$ cat config.mk
export PLATFORM = sky130hd
export DESIGN_NAME = cno_node
export DESIGN_NICKNAME = d
export VERILOG_FILES = /design/src/rtl/cno_pkg.sv /design/src/rtl/cno_map_if.sv /design/src/rtl/cno_node.sv /design/src/rtl/cno_pdo_map.sv
export SDC_FILE = /design/constraint.sdc
export NUM_CORES = 1
export LEC_CHECK = 0
export BUFFER_PORTS_ARGS = -buffer_cell sky130_fd_sc_hd__buf_2
export CORE_MARGIN = 2
export CORE_UTILIZATION = 50
export CTS_CLUSTER_DIAMETER = 100
export DETAILED_ROUTE_END_ITERATION = 10
export GPL_ROUTABILITY_DRIVEN = 0
export HOLD_SLACK_MARGIN = 0.08
export MAX_ROUTING_LAYER = met4
export PLACE_DENSITY = 0.79
export SYNTH_ARGS = -nofsm -noshare
export SYNTH_HDL_FRONTEND = slang
export SYNTH_SLANG_ARGS = --single-unit
$ cat constraint.sdc
create_clock -name SYS_CLK -period 6.3 [get_ports SYS_CLK]
set_clock_uncertainty 0.2 [all_clocks]
set_input_delay 1.26 -clock SYS_CLK [delete_from_list [all_inputs] [get_ports SYS_CLK]]
set_output_delay 1.26 -clock SYS_CLK [all_outputs]
set_load 0.02 [all_outputs]
$ cat src/rtl/cno_pkg.sv
`default_nettype none
package cno_pkg;
  // nmt frame layout and commands
  localparam logic [10:0] NMT_ID          = 11'h000;
  localparam logic [3:0]  NMT_DLC         = 4'h2;
  localparam logic [7:0]  NMT_BROADCAST   = 8'h00;
  localparam logic [7:0]  CMD_START       = 8'h01;
  localparam logic [7:0]  CMD_STOP        = 8'h02;
  localparam logic [7:0]  CMD_PREOP       = 8'h80;
  localparam logic [7:0]  CMD_RESET_NODE  = 8'h81;
  localparam logic [7:0]  CMD_RESET_COMM  = 8'h82;
  // boot-up frame
  localparam logic [10:0] BOOT_ID_BASE    = 11'h700;
  localparam logic [3:0]  BOOT_DLC        = 4'h1;
  localparam logic [7:0]  BOOT_DATA       = 8'h00;
  // status codes reported on the state output
  localparam logic [7:0]  STAT_INIT       = 8'h00;
  localparam logic [7:0]  STAT_STOPPED    = 8'h04;
  localparam logic [7:0]  STAT_OPER       = 8'h05;
  localparam logic [7:0]  STAT_PREOP      = 8'h7F;
  // pdo packing
  localparam int          PDO_BYTES       = 8;
  localparam logic [7:0]  DIG_FIRST_BYTES = 8'h08;
  localparam logic [7:0]  ANA_FIRST_CH    = 8'h04;
  localparam logic [7:0]  FIRST_FREE_PDO  = 8'h03;
  // mapping phases, in assignment order; the phase is the data type code
  localparam logic [3:0]  PH_DIG_FIRST    = 4'h0;
  localparam logic [3:0]  PH_ANA_FIRST    = 4'h1;
  localparam logic [3:0]  PH_DIG_REST     = 4'h2;
  localparam logic [3:0]  PH_SPEC1        = 4'h3;
  localparam logic [3:0]  PH_ANA_REST     = 4'h4;
  localparam logic [3:0]  PH_SPEC2        = 4'h5;
  localparam logic [3:0]  PH_LAST         = 4'hB;

  typedef enum logic [5:0] {
    ST_INIT  = 6'h01,
    ST_MAPW  = 6'h02,
    ST_BOOT  = 6'h04,
    ST_PREOP = 6'h08,
    ST_OPER  = 6'h10,
    ST_STOP  = 6'h20
  } cno_nmt_e;

  typedef enum logic [2:0] {
    MP_IDLE = 3'h1,
    MP_RUN  = 3'h2,
    MP_DONE = 3'h4
  } cno_map_e;
endpackage
`default_nettype wire

$ cat src/rtl/cno_map_if.sv
`timescale 1ns/1ns
`default_nettype none
interface cno_map_if;
  logic        start;     // one-cycle request to rebuild the mapping
  logic [7:0]  dig_bytes; // digital process data, bytes
  logic [7:0]  ana_ch;    // analog channels, two bytes each
  logic [63:0] spec_cnt;  // byte k: count of (k+1)-byte special modules
  logic        done;      // mapping complete, level
  logic        ent_valid; // one entry pulse
  logic [7:0]  ent_pdo;   // pdo number
  logic [3:0]  ent_type;  // data type (phase code)
  logic [3:0]  ent_bytes; // bytes used in that pdo

  modport mapper (input start, dig_bytes, ana_ch, spec_cnt,
                  output done, ent_valid, ent_pdo, ent_type, ent_bytes);
  modport ctrl   (output start, dig_bytes, ana_ch, spec_cnt,
                  input done, ent_valid, ent_pdo, ent_type, ent_bytes);
endinterface
`default_nettype wire

$ cat src/rtl/cno_node.sv
// How it works
// RULE1: pdo1 carries digital, pdo2 analog data, reserved before any other pdo.
// RULE2: later pdos: extra digital, 1-byte special, analog, then 2..8-byte special.
// RULE3: one data type per pdo; a type change opens a fresh pdo.
// RULE4: after initialization the node enters pre-operational on its own.
// RULE5: pre-operational keeps sdo access enabled on default identifiers.
// RULE6: pre-operational neither sends nor acts on pdos.
// RULE7: nmt frame id 0, bytes 0x01 0x00 moves the node to operational.
// RULE8: every object starts from its default; defaults reload on reset.
// RULE9: nmt frames: id 0, command then address; own address or 0 accepted.
// RULE10: 0x80 pre-op, 0x02 stop with fault outputs, 0x81 node reset, 0x82 comm reset.
// RULE11: after init send boot-up: id 0x700 plus node address, one zero byte.
// RULE12: operational exchanges pdos and keeps sdo access.
// RULE13: at most eight bytes per pdo; a full pdo continues in a new one.
`timescale 1ns/1ns
`default_nettype none
module cno_node (
  input  wire logic        SYS_CLK,       // 100 MHz system clock
  input  wire logic        SRST,          // sync reset, high
  input  wire logic [6:0]  NODE_ADDR,     // address switches, asynchronous
  input  wire logic        RX_VALID,      // received frame strobe
  input  wire logic [10:0] RX_ID,         // received identifier
  input  wire logic [3:0]  RX_DLC,        // received length
  input  wire logic [7:0]  RX_DATA0,      // first data byte
  input  wire logic [7:0]  RX_DATA1,      // second data byte
  output logic             TX_REQ,        // boot-up frame request
  output logic [10:0]      TX_ID,         // frame identifier
  output logic [3:0]       TX_DLC,        // frame length
  output logic [7:0]       TX_DATA,       // frame data byte
  input  wire logic        TX_ACK,        // frame sent
  output logic             SDO_EN,        // sdo server enabled
  output logic             PDO_EN,        // pdo exchange enabled
  output logic             OUT_FAULT,     // outputs to fault state
  output logic [7:0]       NMT_STATE,     // status code
  output logic             OBJ_DEFAULTS,  // load all object defaults
  output logic             COMM_DEFAULTS, // load comm object defaults
  input  wire logic [7:0]  TX_DIG_BYTES,  // digital input bytes
  input  wire logic [7:0]  TX_ANA_CH,     // analog input channels
  input  wire logic [63:0] TX_SPEC_CNT,   // input special module counts
  input  wire logic [7:0]  RX_DIG_BYTES,  // digital output bytes
  input  wire logic [7:0]  RX_ANA_CH,     // analog output channels
  input  wire logic [63:0] RX_SPEC_CNT,   // output special module counts
  output logic             TX_MAP_VALID,  // transmit mapping entry
  output logic [7:0]       TX_MAP_PDO,    // transmit pdo number
  output logic [3:0]       TX_MAP_TYPE,   // transmit data type
  output logic [3:0]       TX_MAP_BYTES,  // transmit pdo length
  output logic             RX_MAP_VALID,  // receive mapping entry
  output logic [7:0]       RX_MAP_PDO,    // receive pdo number
  output logic [3:0]       RX_MAP_TYPE,   // receive data type
  output logic [3:0]       RX_MAP_BYTES,  // receive pdo length
  output logic             MAP_READY      // both mappings complete
);
  cno_pkg::cno_nmt_e state_reg;
  cno_pkg::cno_nmt_e state_next;
  logic [6:0]        node_s1_reg;
  logic [6:0]        node_s2_reg;
  logic [6:0]        node_reg;
  logic              full_reg;
  logic              full_next;
  logic              nmt_hit;
  logic              running;

  cno_map_if txm ();
  cno_map_if rxm ();

  // address switches are asynchronous: two flops before use
  // no reset here, so the switches are already settled when init takes them
  always_ff @(posedge SYS_CLK) begin
    node_s1_reg <= NODE_ADDR;
    node_s2_reg <= node_s1_reg;
  end

  // the address is only taken during init, so a switch change needs a reset
  always_ff @(posedge SYS_CLK) begin
    if (SRST) begin
      node_reg <= 7'h00;
    end else if (state_reg == cno_pkg::ST_INIT) begin
      node_reg <= node_s2_reg;
    end
  end

  // nmt frame filter
  assign running = (state_reg == cno_pkg::ST_PREOP) || (state_reg == cno_pkg::ST_OPER) ||
                   (state_reg == cno_pkg::ST_STOP);
  assign nmt_hit = running && RX_VALID && RX_ID == cno_pkg::NMT_ID && RX_DLC == cno_pkg::NMT_DLC &&
                   (RX_DATA1 == cno_pkg::NMT_BROADCAST || RX_DATA1 == {1'b0, node_reg}); // RULE9

  // next state; frames during init and boot-up are ignored
  always_comb begin
    state_next = state_reg;
    full_next  = full_reg;
    case (state_reg)
      cno_pkg::ST_INIT: state_next = cno_pkg::ST_MAPW;
      cno_pkg::ST_MAPW: begin
        if (txm.done && rxm.done) begin
          state_next = cno_pkg::ST_BOOT;
        end
      end
      cno_pkg::ST_BOOT: begin
        if (TX_ACK) begin
          state_next = cno_pkg::ST_PREOP; // RULE4
        end
      end
      cno_pkg::ST_PREOP, cno_pkg::ST_OPER, cno_pkg::ST_STOP: begin
        if (nmt_hit) begin
          case (RX_DATA0)
            cno_pkg::CMD_START: state_next = cno_pkg::ST_OPER;  // RULE7
            cno_pkg::CMD_PREOP: state_next = cno_pkg::ST_PREOP; // RULE10
            cno_pkg::CMD_STOP:  state_next = cno_pkg::ST_STOP;  // RULE10
            cno_pkg::CMD_RESET_NODE: begin
              state_next = cno_pkg::ST_INIT; // RULE10
              full_next  = 1'b1;
            end
            cno_pkg::CMD_RESET_COMM: begin
              state_next = cno_pkg::ST_INIT; // RULE10
              full_next  = 1'b0;
            end
            default: state_next = state_reg;
          endcase
        end
      end
      default: state_next = cno_pkg::ST_INIT;
    endcase
  end

  // state register; power-on counts as a full node reset
  always_ff @(posedge SYS_CLK) begin
    if (SRST) begin
      state_reg <= cno_pkg::ST_INIT;
      full_reg  <= 1'b1;
    end else begin
      state_reg <= state_next;
      full_reg  <= full_next;
    end
  end

  // default reload pulses, one cycle: during init on nmt resets, the cycle after init at power-on
  // power-on leaves reset already in init, so the second term gives its pulse
  always_ff @(posedge SYS_CLK) begin
    if (SRST) begin
      OBJ_DEFAULTS  <= 1'b0;
      COMM_DEFAULTS <= 1'b0;
    end else begin
      OBJ_DEFAULTS  <= ((state_next == cno_pkg::ST_INIT) && full_next) ||
                       ((state_reg == cno_pkg::ST_INIT) && full_reg && !OBJ_DEFAULTS); // RULE8
      COMM_DEFAULTS <= (state_next == cno_pkg::ST_INIT) && !full_next; // RULE8
    end
  end

  // state-derived enables, registered so they move with the state
  always_ff @(posedge SYS_CLK) begin
    if (SRST) begin
      SDO_EN    <= 1'b0;
      PDO_EN    <= 1'b0;
      OUT_FAULT <= 1'b0;
      NMT_STATE <= cno_pkg::STAT_INIT;
    end else begin
      SDO_EN    <= (state_next == cno_pkg::ST_PREOP) || (state_next == cno_pkg::ST_OPER); // RULE5 RULE12
      PDO_EN    <= (state_next == cno_pkg::ST_OPER); // RULE6 RULE12
      OUT_FAULT <= (state_next == cno_pkg::ST_STOP); // RULE10
      case (state_next)
        cno_pkg::ST_PREOP: NMT_STATE <= cno_pkg::STAT_PREOP;
        cno_pkg::ST_OPER:  NMT_STATE <= cno_pkg::STAT_OPER;
        cno_pkg::ST_STOP:  NMT_STATE <= cno_pkg::STAT_STOPPED;
        default:           NMT_STATE <= cno_pkg::STAT_INIT;
      endcase
    end
  end

  // boot-up frame contents, fixed once the address is known
  always_ff @(posedge SYS_CLK) begin
    if (SRST) begin
      TX_ID   <= cno_pkg::BOOT_ID_BASE;
      TX_DLC  <= cno_pkg::BOOT_DLC;
      TX_DATA <= cno_pkg::BOOT_DATA;
    end else if (state_reg == cno_pkg::ST_MAPW) begin
      TX_ID   <= cno_pkg::BOOT_ID_BASE + {4'h0, node_reg}; // RULE11
      TX_DLC  <= cno_pkg::BOOT_DLC;
      TX_DATA <= cno_pkg::BOOT_DATA;
    end
  end

  assign TX_REQ = (state_reg == cno_pkg::ST_BOOT); // RULE11

  // mapping is rebuilt from the module counts on every init
  assign txm.start     = (state_reg == cno_pkg::ST_INIT); // RULE1
  assign txm.dig_bytes = TX_DIG_BYTES;
  assign txm.ana_ch    = TX_ANA_CH;
  assign txm.spec_cnt  = TX_SPEC_CNT;
  assign rxm.start     = (state_reg == cno_pkg::ST_INIT);
  assign rxm.dig_bytes = RX_DIG_BYTES;
  assign rxm.ana_ch    = RX_ANA_CH;
  assign rxm.spec_cnt  = RX_SPEC_CNT;

  cno_pdo_map #(.MAX_BYTES(cno_pkg::PDO_BYTES)) u_tx_map (
    .clk  (SYS_CLK),
    .srst (SRST),
    .m    (txm.mapper)
  );

  cno_pdo_map #(.MAX_BYTES(cno_pkg::PDO_BYTES)) u_rx_map (
    .clk  (SYS_CLK),
    .srst (SRST),
    .m    (rxm.mapper)
  );

  assign TX_MAP_VALID = txm.ent_valid;
  assign TX_MAP_PDO   = txm.ent_pdo;
  assign TX_MAP_TYPE  = txm.ent_type;
  assign TX_MAP_BYTES = txm.ent_bytes;
  assign RX_MAP_VALID = rxm.ent_valid;
  assign RX_MAP_PDO   = rxm.ent_pdo;
  assign RX_MAP_TYPE  = rxm.ent_type;
  assign RX_MAP_BYTES = rxm.ent_bytes;
  assign MAP_READY    = txm.done && rxm.done;

  property p_boot_to_preop;
    @(posedge SYS_CLK) disable iff (SRST)
    TX_REQ && TX_ACK |=> NMT_STATE == cno_pkg::STAT_PREOP && SDO_EN && !PDO_EN;
  endproperty
  a_boot_to_preop: assert property (p_boot_to_preop) else $error("no pre-op after boot-up"); // RULE4

  property p_preop_sdo;
    @(posedge SYS_CLK) disable iff (SRST)
    NMT_STATE == cno_pkg::STAT_PREOP |-> SDO_EN && !PDO_EN;
  endproperty
  a_preop_sdo: assert property (p_preop_sdo) else $error("pre-op enables wrong"); // RULE5 RULE6

  property p_start;
    @(posedge SYS_CLK) disable iff (SRST)
    running && RX_VALID && RX_ID == 11'h000 && RX_DLC == 4'h2 && RX_DATA0 == 8'h01 && RX_DATA1 == 8'h00
      |=> NMT_STATE == cno_pkg::STAT_OPER && PDO_EN && SDO_EN;
  endproperty
  a_start: assert property (p_start) else $error("start command ignored"); // RULE7 RULE12

  property p_foreign;
    @(posedge SYS_CLK) disable iff (SRST)
    running && RX_VALID && RX_DATA1 != 8'h00 && RX_DATA1 != {1'b0, node_reg} |=> $stable(NMT_STATE);
  endproperty
  a_foreign: assert property (p_foreign) else $error("acted on foreign nmt frame"); // RULE9

  property p_stop;
    @(posedge SYS_CLK) disable iff (SRST)
    nmt_hit && RX_DATA0 == 8'h02 |=> OUT_FAULT && !SDO_EN && !PDO_EN;
  endproperty
  a_stop: assert property (p_stop) else $error("stop command not applied"); // RULE10

  property p_reset_node;
    @(posedge SYS_CLK) disable iff (SRST)
    nmt_hit && RX_DATA0 == 8'h81 |=> OBJ_DEFAULTS && !COMM_DEFAULTS ##1 !OBJ_DEFAULTS && NMT_STATE == 8'h00;
  endproperty
  a_reset_node: assert property (p_reset_node) else $error("node reset not carried out"); // RULE8 RULE10

  property p_boot_frame;
    @(posedge SYS_CLK) disable iff (SRST)
    TX_REQ |-> TX_ID == 11'h700 + {4'h0, node_reg} && TX_DLC == 4'h1 && TX_DATA == 8'h00;
  endproperty
  a_boot_frame: assert property (p_boot_frame) else $error("boot-up frame malformed"); // RULE11

  property p_boot_after_map;
    @(posedge SYS_CLK) disable iff (SRST)
    $rose(TX_REQ) |-> $past(MAP_READY) && !PDO_EN;
  endproperty
  a_boot_after_map: assert property (p_boot_after_map) else $error("boot-up before mapping done"); // RULE1
endmodule
`default_nettype wire

$ cat src/rtl/cno_pdo_map.sv
`timescale 1ns/1ns
`default_nettype none
module cno_pdo_map #(
  parameter int MAX_BYTES = cno_pkg::PDO_BYTES
) (
  input wire logic  clk,  // system clock
  input wire logic  srst, // sync reset, high
  cno_map_if.mapper m     // counts in, entries out
);
  // first two pdos assume the full eight-byte payload
  if (MAX_BYTES != cno_pkg::PDO_BYTES) begin : g_chk
    $error("cno_pdo_map: MAX_BYTES must be 8");
  end

  cno_pkg::cno_map_e state_reg;
  logic [3:0]        phase_reg;
  logic [7:0]        rem_reg;
  logic [3:0]        fill_reg;
  logic [7:0]        pdo_reg;
  logic [3:0]        size;
  logic              phase_end;
  logic              full;
  logic              emit_now;

  // elements left for a phase; first pdos capped at their payload
  function automatic logic [7:0] rem_of(input logic [3:0] ph);
    logic [7:0] r;
    r = 8'h00;
    case (ph)
      cno_pkg::PH_DIG_FIRST: r = (m.dig_bytes > cno_pkg::DIG_FIRST_BYTES) ? cno_pkg::DIG_FIRST_BYTES : m.dig_bytes;
      cno_pkg::PH_ANA_FIRST: r = (m.ana_ch > cno_pkg::ANA_FIRST_CH) ? cno_pkg::ANA_FIRST_CH : m.ana_ch;
      cno_pkg::PH_DIG_REST:  r = (m.dig_bytes > cno_pkg::DIG_FIRST_BYTES) ? m.dig_bytes - cno_pkg::DIG_FIRST_BYTES : 8'h00;
      cno_pkg::PH_SPEC1:     r = m.spec_cnt[7:0];
      cno_pkg::PH_ANA_REST:  r = (m.ana_ch > cno_pkg::ANA_FIRST_CH) ? m.ana_ch - cno_pkg::ANA_FIRST_CH : 8'h00;
      default:               r = (ph > cno_pkg::PH_LAST) ? 8'h00 : m.spec_cnt[8*(int'(ph)-4) +: 8];
    endcase
    return r;
  endfunction

  // element size in bytes for the current phase
  always_comb begin
    case (phase_reg)
      cno_pkg::PH_ANA_FIRST, cno_pkg::PH_ANA_REST: size = 4'h2;
      cno_pkg::PH_DIG_FIRST, cno_pkg::PH_DIG_REST, cno_pkg::PH_SPEC1: size = 4'h1;
      default: size = phase_reg - 4'h3;
    endcase
  end

  assign phase_end = (rem_reg == 8'h00);
  assign full      = ({1'b0, fill_reg} + {1'b0, size}) > 5'(MAX_BYTES); // RULE13
  // pdo1/pdo2 are reserved even when empty; others only when used
  assign emit_now  = (state_reg == cno_pkg::MP_RUN) &&
                     ((phase_end && (fill_reg != 4'h0 || phase_reg <= cno_pkg::PH_ANA_FIRST)) || // RULE1
                      (!phase_end && full));

  // packing walk: at most one element per cycle
  always_ff @(posedge clk) begin
    if (srst) begin
      state_reg <= cno_pkg::MP_IDLE;
      phase_reg <= 4'h0;
      rem_reg   <= 8'h00;
      fill_reg  <= 4'h0;
      pdo_reg   <= 8'h01;
    end else begin
      case (state_reg)
        cno_pkg::MP_IDLE, cno_pkg::MP_DONE: begin
          if (m.start) begin
            state_reg <= cno_pkg::MP_RUN;
            phase_reg <= cno_pkg::PH_DIG_FIRST;
            rem_reg   <= rem_of(cno_pkg::PH_DIG_FIRST);
            fill_reg  <= 4'h0;
            pdo_reg   <= 8'h01;
          end
        end
        cno_pkg::MP_RUN: begin
          if (phase_end) begin
            // type change always closes the open pdo
            fill_reg <= 4'h0; // RULE3
            if (emit_now) begin
              pdo_reg <= pdo_reg + 8'h01;
            end
            if (phase_reg == cno_pkg::PH_LAST) begin
              state_reg <= cno_pkg::MP_DONE;
            end else begin
              phase_reg <= phase_reg + 4'h1; // RULE2
              rem_reg   <= rem_of(phase_reg + 4'h1);
            end
          end else if (full) begin
            fill_reg <= 4'h0; // RULE13
            pdo_reg  <= pdo_reg + 8'h01;
          end else begin
            fill_reg <= fill_reg + size;
            rem_reg  <= rem_reg - 8'h01;
          end
        end
        default: state_reg <= cno_pkg::MP_IDLE;
      endcase
    end
  end

  // entry outputs are registered copies of the closing pdo
  always_ff @(posedge clk) begin
    if (srst) begin
      m.ent_valid <= 1'b0;
      m.ent_pdo   <= 8'h00;
      m.ent_type  <= 4'h0;
      m.ent_bytes <= 4'h0;
    end else begin
      m.ent_valid <= emit_now;
      if (emit_now) begin
        m.ent_pdo   <= pdo_reg;
        m.ent_type  <= phase_reg;
        m.ent_bytes <= fill_reg;
      end
    end
  end

  assign m.done = (state_reg == cno_pkg::MP_DONE);

  // helper: type of the previous entry
  logic [3:0] last_type_reg;
  logic       seen_reg;
  always_ff @(posedge clk) begin
    if (srst || m.start) begin
      last_type_reg <= 4'h0;
      seen_reg      <= 1'b0;
    end else if (m.ent_valid) begin
      last_type_reg <= m.ent_type;
      seen_reg      <= 1'b1;
    end
  end

  property p_first_pdos;
    @(posedge clk) disable iff (srst)
    m.ent_valid && m.ent_type <= cno_pkg::PH_ANA_FIRST |-> m.ent_pdo == {7'h00, 1'b1} + {4'h0, m.ent_type};
  endproperty
  a_first_pdos: assert property (p_first_pdos) else $error("pdo1/pdo2 not reserved"); // RULE1

  property p_order;
    @(posedge clk) disable iff (srst)
    m.ent_valid && seen_reg |-> m.ent_type >= last_type_reg;
  endproperty
  a_order: assert property (p_order) else $error("mapping order broken"); // RULE2

  property p_no_mix;
    @(posedge clk) disable iff (srst)
    m.ent_valid ##1 m.ent_valid |-> m.ent_pdo == $past(m.ent_pdo) + 8'h01;
  endproperty
  a_no_mix: assert property (p_no_mix) else $error("pdo reused across entries"); // RULE3

  property p_limit;
    @(posedge clk) disable iff (srst)
    m.ent_valid |-> m.ent_bytes <= 4'h8 && (m.ent_bytes != 4'h0 || m.ent_type <= cno_pkg::PH_ANA_FIRST);
  endproperty
  a_limit: assert property (p_limit) else $error("pdo payload out of range"); // RULE13
endmodule
`default_nettype wire

# ---- After elaboration in Yosys (flattened, before gate mapping)
# Index checks and enable logic that the tools add are counted.
dict set report word_totals {
  regBits 140
  in_bits 202
  out_inout_bits 72
  elab_cells 238
}
dict set report classes {
  addsub 19
  order_cmp 10
  n_eq_ne 57
  shifts 2
  mux 62
  reduce_logical 58
}
# op count
set ops {}
lappend ops {{8-bit two-way mux} 25}
lappend ops {{64-bit by 32-bit variable part select with 8-bit output} 2}
lappend ops {{8-bit case mux with 5 select lines} 2}
lappend ops {{8-bit case mux with 2 select lines} 4}
lappend ops {{4-bit case mux with 2 select lines} 6}
lappend ops {{6-bit case mux with 4 select lines} 2}
lappend ops {{4-bit by 2-bit equality test with 1-bit output, second input constant} 9}
lappend ops {{4-bit two-way mux} 9}
lappend ops {{8-bit equality test, second input constant} 3}
lappend ops {{8-bit zero test} 3}
lappend ops {{4-bit AND reduction} 6}
lappend ops {{7-bit case mux with 3 select lines} 1}
lappend ops {{6-bit two-way mux} 3}
lappend ops {{8-bit by 1-bit adder with 8-bit output, second input constant} 2}
lappend ops {{4-bit by 1-bit equality test with 1-bit output, second input constant} 4}
lappend ops {{4-bit by 3-bit equality test with 1-bit output, second input constant} 4}
lappend ops {{8-bit by 3-bit greater-than comparator with 1-bit output, second input constant} 2}
lappend ops {{8-bit by 4-bit greater-than comparator with 1-bit output, second input constant} 2}
lappend ops {{4-bit zero test} 4}
lappend ops {{8-bit by 1-bit subtractor with 8-bit output, second input constant} 2}
lappend ops {{8-bit by 3-bit subtractor with 8-bit output, second input constant} 2}
lappend ops {{8-bit by 4-bit subtractor with 8-bit output, second input constant} 2}
lappend ops {{1-bit logical AND} 15}
lappend ops {{3-bit two-way mux} 5}
lappend ops {{39 further kinds} 89}

# ---- Logic depth before layout (Yosys ltp)
dict set report depth {
  depth_word 12
  mapped_depth 17
  depth_no_buf 13
}

# ---- By module
# A second synthesis with hierarchy kept.
dict set report hier_totals {
  hier_cells 989
  hier_area_um2 8774.7
}
# module n_inst cells_per_inst area_each_um2 seq_area_each_um2
set by_module_without_submodules {}
lappend by_module_without_submodules {{cno_pdo_map (u_rx_map)} 1 409 3542.1 880.8}
lappend by_module_without_submodules {{cno_pdo_map (u_tx_map)} 1 381 3378.2 880.8}
lappend by_module_without_submodules {cno_node 1 199 1854.3 860.8}

# ---- Worst setup path before layout
# Ideal clock, no wire load.
dict set report synth_timing {
  kind {reg-to-reg}
  startpoint {reg u_rx_map.phase_reg[0]}
  endpoint {reg u_rx_map.pdo_reg[0]}
  setup_ns 0.114
  arrival_ns 4.208
  required_ns 5.986
  slack_ns 1.778
  stages_incl_launch_ff 16
  path_buffers 5
  period_less_slack_ns 4.522
  path_cell_list {dfxtp_1 -> buf_2 -> buf_2 -> inv_1 -> ha_1 -> clkbuf_1 -> buf_1 -> a21o_1 -> fa_1 -> or3_1 -> nor4_1 -> nor2_1 -> a21oi_1 -> clkbuf_1 -> o21ai_0 -> a21o_1}
}
dict set report synth_between {
  elab_chain_cells 10
  word_cells_on_any_way 20
  cone_classes {2 x add/sub; 2 x order compare; 6 x eq/ne; 1 x mux; 9 x reduce/logical}
}
# element line
set synth_rtl {}
lappend synth_rtl {{start: declaration} cno_pdo_map.sv:16} ;# logic [3:0] phase_reg;
lappend synth_rtl {{start signal: assignment} cno_pdo_map.sv:69} ;# phase_reg <= cno_pkg::PH_DIG_FIRST;
lappend synth_rtl {{start signal: assignment} cno_pdo_map.sv:85} ;# phase_reg <= phase_reg + 4'h1;
lappend synth_rtl {{branches (longest 9 deep; another with 4-bit by 4-bit adder with 5-bit output)} n/a}
lappend synth_rtl {{4-bit AND reduction (no line) (*)} n/a}
lappend synth_rtl {{end signal: assignment} cno_pdo_map.sv:80} ;# pdo_reg <= pdo_reg + 8'h01;
lappend synth_rtl {{end signal: assignment} cno_pdo_map.sv:90} ;# pdo_reg <= pdo_reg + 8'h01;
lappend synth_rtl {{end: declaration} cno_pdo_map.sv:19} ;# logic [7:0] pdo_reg;
# Mark *: on every way between the ends.
# A chain may end at the register's enable or synchronous reset.

# ---- Worst setup path after layout
dict set report layout_timing {
  startpoint {reg u_tx_map.phase_reg[0]}
  endpoint {reg u_tx_map.m.ent_pdo[7]}
}
dict set report layout_between {
  elab_chain_cells 8
  word_cells_on_any_way 17
  cone_classes {2 x add/sub; 2 x order compare; 4 x eq/ne; 1 x mux; 8 x reduce/logical}
}
# element line
set layout_rtl {}
lappend layout_rtl {{start: declaration} cno_pdo_map.sv:16}
lappend layout_rtl {{start signal: assignment} cno_pdo_map.sv:69}
lappend layout_rtl {{start signal: assignment} cno_pdo_map.sv:85}
lappend layout_rtl {{branches (longest 6 deep; another with 4-bit by 4-bit adder with 5-bit output)} n/a}
lappend layout_rtl {{1-bit logical OR (*)} cno_pdo_map.sv:53} ;# ((phase_end && (fill_reg != 4'h0 || phase_reg <= cno_pkg::PH_ANA_FIRST)) ||
lappend layout_rtl {{1-bit logical AND (*)} cno_pdo_map.sv:52} ;# assign emit_now = (state_reg == cno_pkg::MP_RUN) &&
lappend layout_rtl {{end signal: assignment} cno_pdo_map.sv:111} ;# m.ent_pdo <= pdo_reg;
lappend layout_rtl {{end: declaration} cno_map_if.sv:15} ;# output done, ent_valid, ent_pdo, ent_type, ent_bytes);
# Marks and branches as above.

==> metrics.md <==
| Metric | Value |
|---|---|
| Met1 global-route usage | 31.9% |
| R2r setup slk | 2.03 ns |
| Total CTS buffers | 17 |
| CTS-repair resized insts | 0 |
| LEAKAGE | 0.00451 uW |
| Die area | 18400 sq um |
| Synth top area share | 30.3% |
| Worst-Margin Slew | ~1.0 ns |
| Number of fill cells | 1495 |
| Largest cells by area after synthesis | dfxtp_1, mux4_2, ha_1, mux2i_1, a21oi_1 |
| Final Hold Vio Count | 0 |
| Final #Nets | 1460 |
| Syn avg cell area | 8.72 sq um |
| Post-placement setup slack | 2.04 ns |
| Setup crit start kind | register |
| Total internal power | about 1700 uW |
| DRT Wirelength | 23300 microns |
| Flop pwr share | between 30% and 40% |
| Worst setup path class | reg -> reg |
| Iter 0 DRT Violations | 543 |
| Multiplexer share of the synthesized area | between 10% and 20% |
| Antenna violations before repair | 0 |
| PD cells | 234 nW/um^2 |
| Post-synth top area cell | dfxtp_1 |
| Max-slew violation count | 0 |
| CTS tree | yes |
| Max-cap violations | 0 |
| RSZ-0062 raised after global routing | false |
| Asr flop ratio synth | 0% |
| Setup_tns | 0 ns |
| Most common cell in the synthesized netlist | dfxtp_1 |
| Sw Pwr | 786 uW |
| Outcome | complete, no violations |
| Clock share of power | 36.2% |
| Share of layout cells above drive strength 1 | 28.1% |
| Clock transition at the registers of the reported paths | 0.05 ns |
| I/O Pins | 274 |
| CP max stage delay | just under 0.6 ns |
| FF-to-FF Start | u_tx_map.phase_reg[0]$_SDFFE_PP0P_ |
| Net Sw Frac | 32.1% |
| Worst Path Max Fanout | 18 |
| Post-CTS Hold Buffers | 0 |
| Reg2reg path depth | 13 |
| Top FF cell, synth | dfxtp_1 |
| Global routing's busiest layer | met2 |
| Detail Route Antenna Nets | 0 |
| Worst EP required | 6.37 ns |
| Mapped Cells | 992 |
| IR drop worst, VDD | ~190 uV |
| GR Util All Layers | 26.0% |
| Worst Slack Setup Final | 2.03 ns |
| GRT met2 Usage | roughly 43% |
| Final min period | 4.27 ns |
| Initial DRT Pass Iterations | 5 |
| Cell count of the worst hold path | 0 |
| WP data arrival | 4.34 ns |
| DPL Wire Length | around 18000 microns |
| Complex-gate fraction of the synthesized area | 18.4% |
| Setup bufs post-CTS | 0 |
| WHS | between 0.1 and 0.15 ns |
| Grt ovf | 0 |
| Area grow syn2layout | 21.0% |
| EDFF count, synth | 0 |
| I/O Buffers | 256 |
| Mapped Area | 8650 sq um |
| CP cell instances | buf_4 -> ha_1 -> mux2i_1 -> nor2_1 -> o21ai_0 -> ha_1 -> fa_1 -> or2_2 -> o221ai_1 -> o311a_1 -> a21o_1 -> mux2i_1 -> nor2_1 |
| Core box area | 17100 sq um |
| FF+latch count, synth | roughly 130 |
| Worst R2R End | u_tx_map.m.ent_pdo[7]$_SDFFE_PP0P_ |
| Synthesized-area fraction occupied by adder cells | roughly 6.2% |
| Setup crit end kind | register |
| Number of diodes | 0 |
| Critical Path Start | u_tx_map.phase_reg[0]$_SDFFE_PP0P_ |
| Global-route wire length before repair | 37700 microns |
| Overall Power | around 2400 uW |
| Die Width | 136 microns |
| Fin crit share | 67.8% |
| H-tree depth | 4 |
| Met3 GRT Util | 5.01% |
| Clock latency on the worst-skew pair | 0.42 ns |
| Synth Area in Simple Gates | a little over a fifth |
| Synth cell count leaders | dfxtp_1, nor2_1, a21oi_1, nand2_1, nand3_1 |
| Stages on worst setup path | 13 |
| CTS Sinks | 131 |
| Longest Clk Path Bufs | 2 |
| CP Capture Point | u_tx_map.m.ent_pdo[7]$_SDFFE_PP0P_ |
| Final core utilization | slightly above 60% |
| Vias in the first global route | between 7000 and 8000 |
| Routed via count | 8466 |
| Comb power frac | a little over a quarter |
| CP bufs+invs | 1 |
| Library cells used by synthesis | 81 |
| Mean routed wirelength per cell | 16.1 microns |
| Initial Util | 50.6% |
| Synth warnings | 0 |
| Clock Tree Root | clkbuf_16 |
| Die Ht | 136 microns |
| Num rows | 48 |
| Slowest CP cell | a21o_1 |
| Fmax | 234 MHz |
| Largest net degree at the start of global routing | 81 |
| Largest family of logic cells by synthesized area | simple AND/OR/NAND/NOR gates |
| Crit path max-delay family | compound AO/OA/AOI/OAI gates |
| Hold Path Class | reg -> reg |
| Slew headroom | a little under a third |
| Post-synthesis sequential area ratio | a little under a third |
| Final setup vio count | 0 |
| Synth Area in XOR/XNOR | 4.05% |
| Vias/cell | about 5.8 |
| # DRC | 0 |
[through the flow]
step	cell area (sq um)	std cells
finish	10500	1451
global route	10500	1451
CTS	10500	1451
detailed placement	9950	1422
global placement	9950	1422
floorplan	8710	1007
[layer usage]
metal | routed length [microns] | part of all wire (%)
met1 | 9850 | 42
met2 | 11600 | 50
met3 | 1480 | 6.4
met4 | 414 | 1.8
met5 | 0 | 0
[power by group through the flow]
stage / combinational, uW / clock, uW / sequential, uW
3_5_place_dp: 642 / 0 / 922
6_report: 654 / 884 / 907
4_1_cts: 645 / 899 / 905
2_1_floorplan: 461 / 0 / 914
5_1_grt: 715 / 935 / 911
3_3_place_gp: 632 / 0 / 922
[final cells by class]
cell class | instances | area [sq um] | share of cell area [%]
Clock buffer | 24 | 462 | 4.41
Timing Repair Buffer | 263 | 1340 | 12.8
Clock inverter | 5 | 56.3 | 0.538
Tap cell | 225 | 282 | 2.69
Multi-Input combinational cell | 769 | 5580 | 53.3
Inverter | 34 | 128 | 1.22
Sequential cell | 131 | 2620 | 25.1
[cells by family after synthesis]
family / Yosys count
other: 2
adders and majority gates: 42
buffers and inverters: 107
DFF: 131
muxes: 81
xor gates and xnor gates: 40
AOI/OAI and AO/OA: 237
and+or+nand+nor: 352
[worst min path at each step]
stage                           start                      to  slack, ns
2_1_floorplan  node_s1_reg[0]$_DFF_P_  node_s2_reg[0]$_DFF_P_       0.11
3_3_place_gp   node_s1_reg[6]$_DFF_P_  node_s2_reg[6]$_DFF_P_       0.11
3_5_place_dp   node_s1_reg[1]$_DFF_P_  node_s2_reg[1]$_DFF_P_       0.12
4_1_cts        node_s1_reg[6]$_DFF_P_  node_s2_reg[6]$_DFF_P_       0.13
5_1_grt        node_s1_reg[0]$_DFF_P_  node_s2_reg[0]$_DFF_P_       0.13
6_report       node_s1_reg[6]$_DFF_P_  node_s2_reg[6]$_DFF_P_       0.13
[layout by cell type, fill, tap and decap left out, types with 11 or more instances in the layout]
cell type	Yosys	final
nor3_1	38	38
mux2i_1	43	43
xnor2_1	16	16
nor4_1	20	20
clkbuf_16	0	17
nor2_1	91	91
inv_1	34	34
mux4_2	32	32
a21o_1	11	11
nand3_1	53	53
xor2_1	24	24
a21oi_1	70	70
dfxtp_1	131	131
ha_1	40	40
nand2_1	59	59
or3_1	14	14
conb_1	2	17
buf_2	9	255
o21ai_0	43	43
Note: power is estimated with default switching activity, not from simulation.
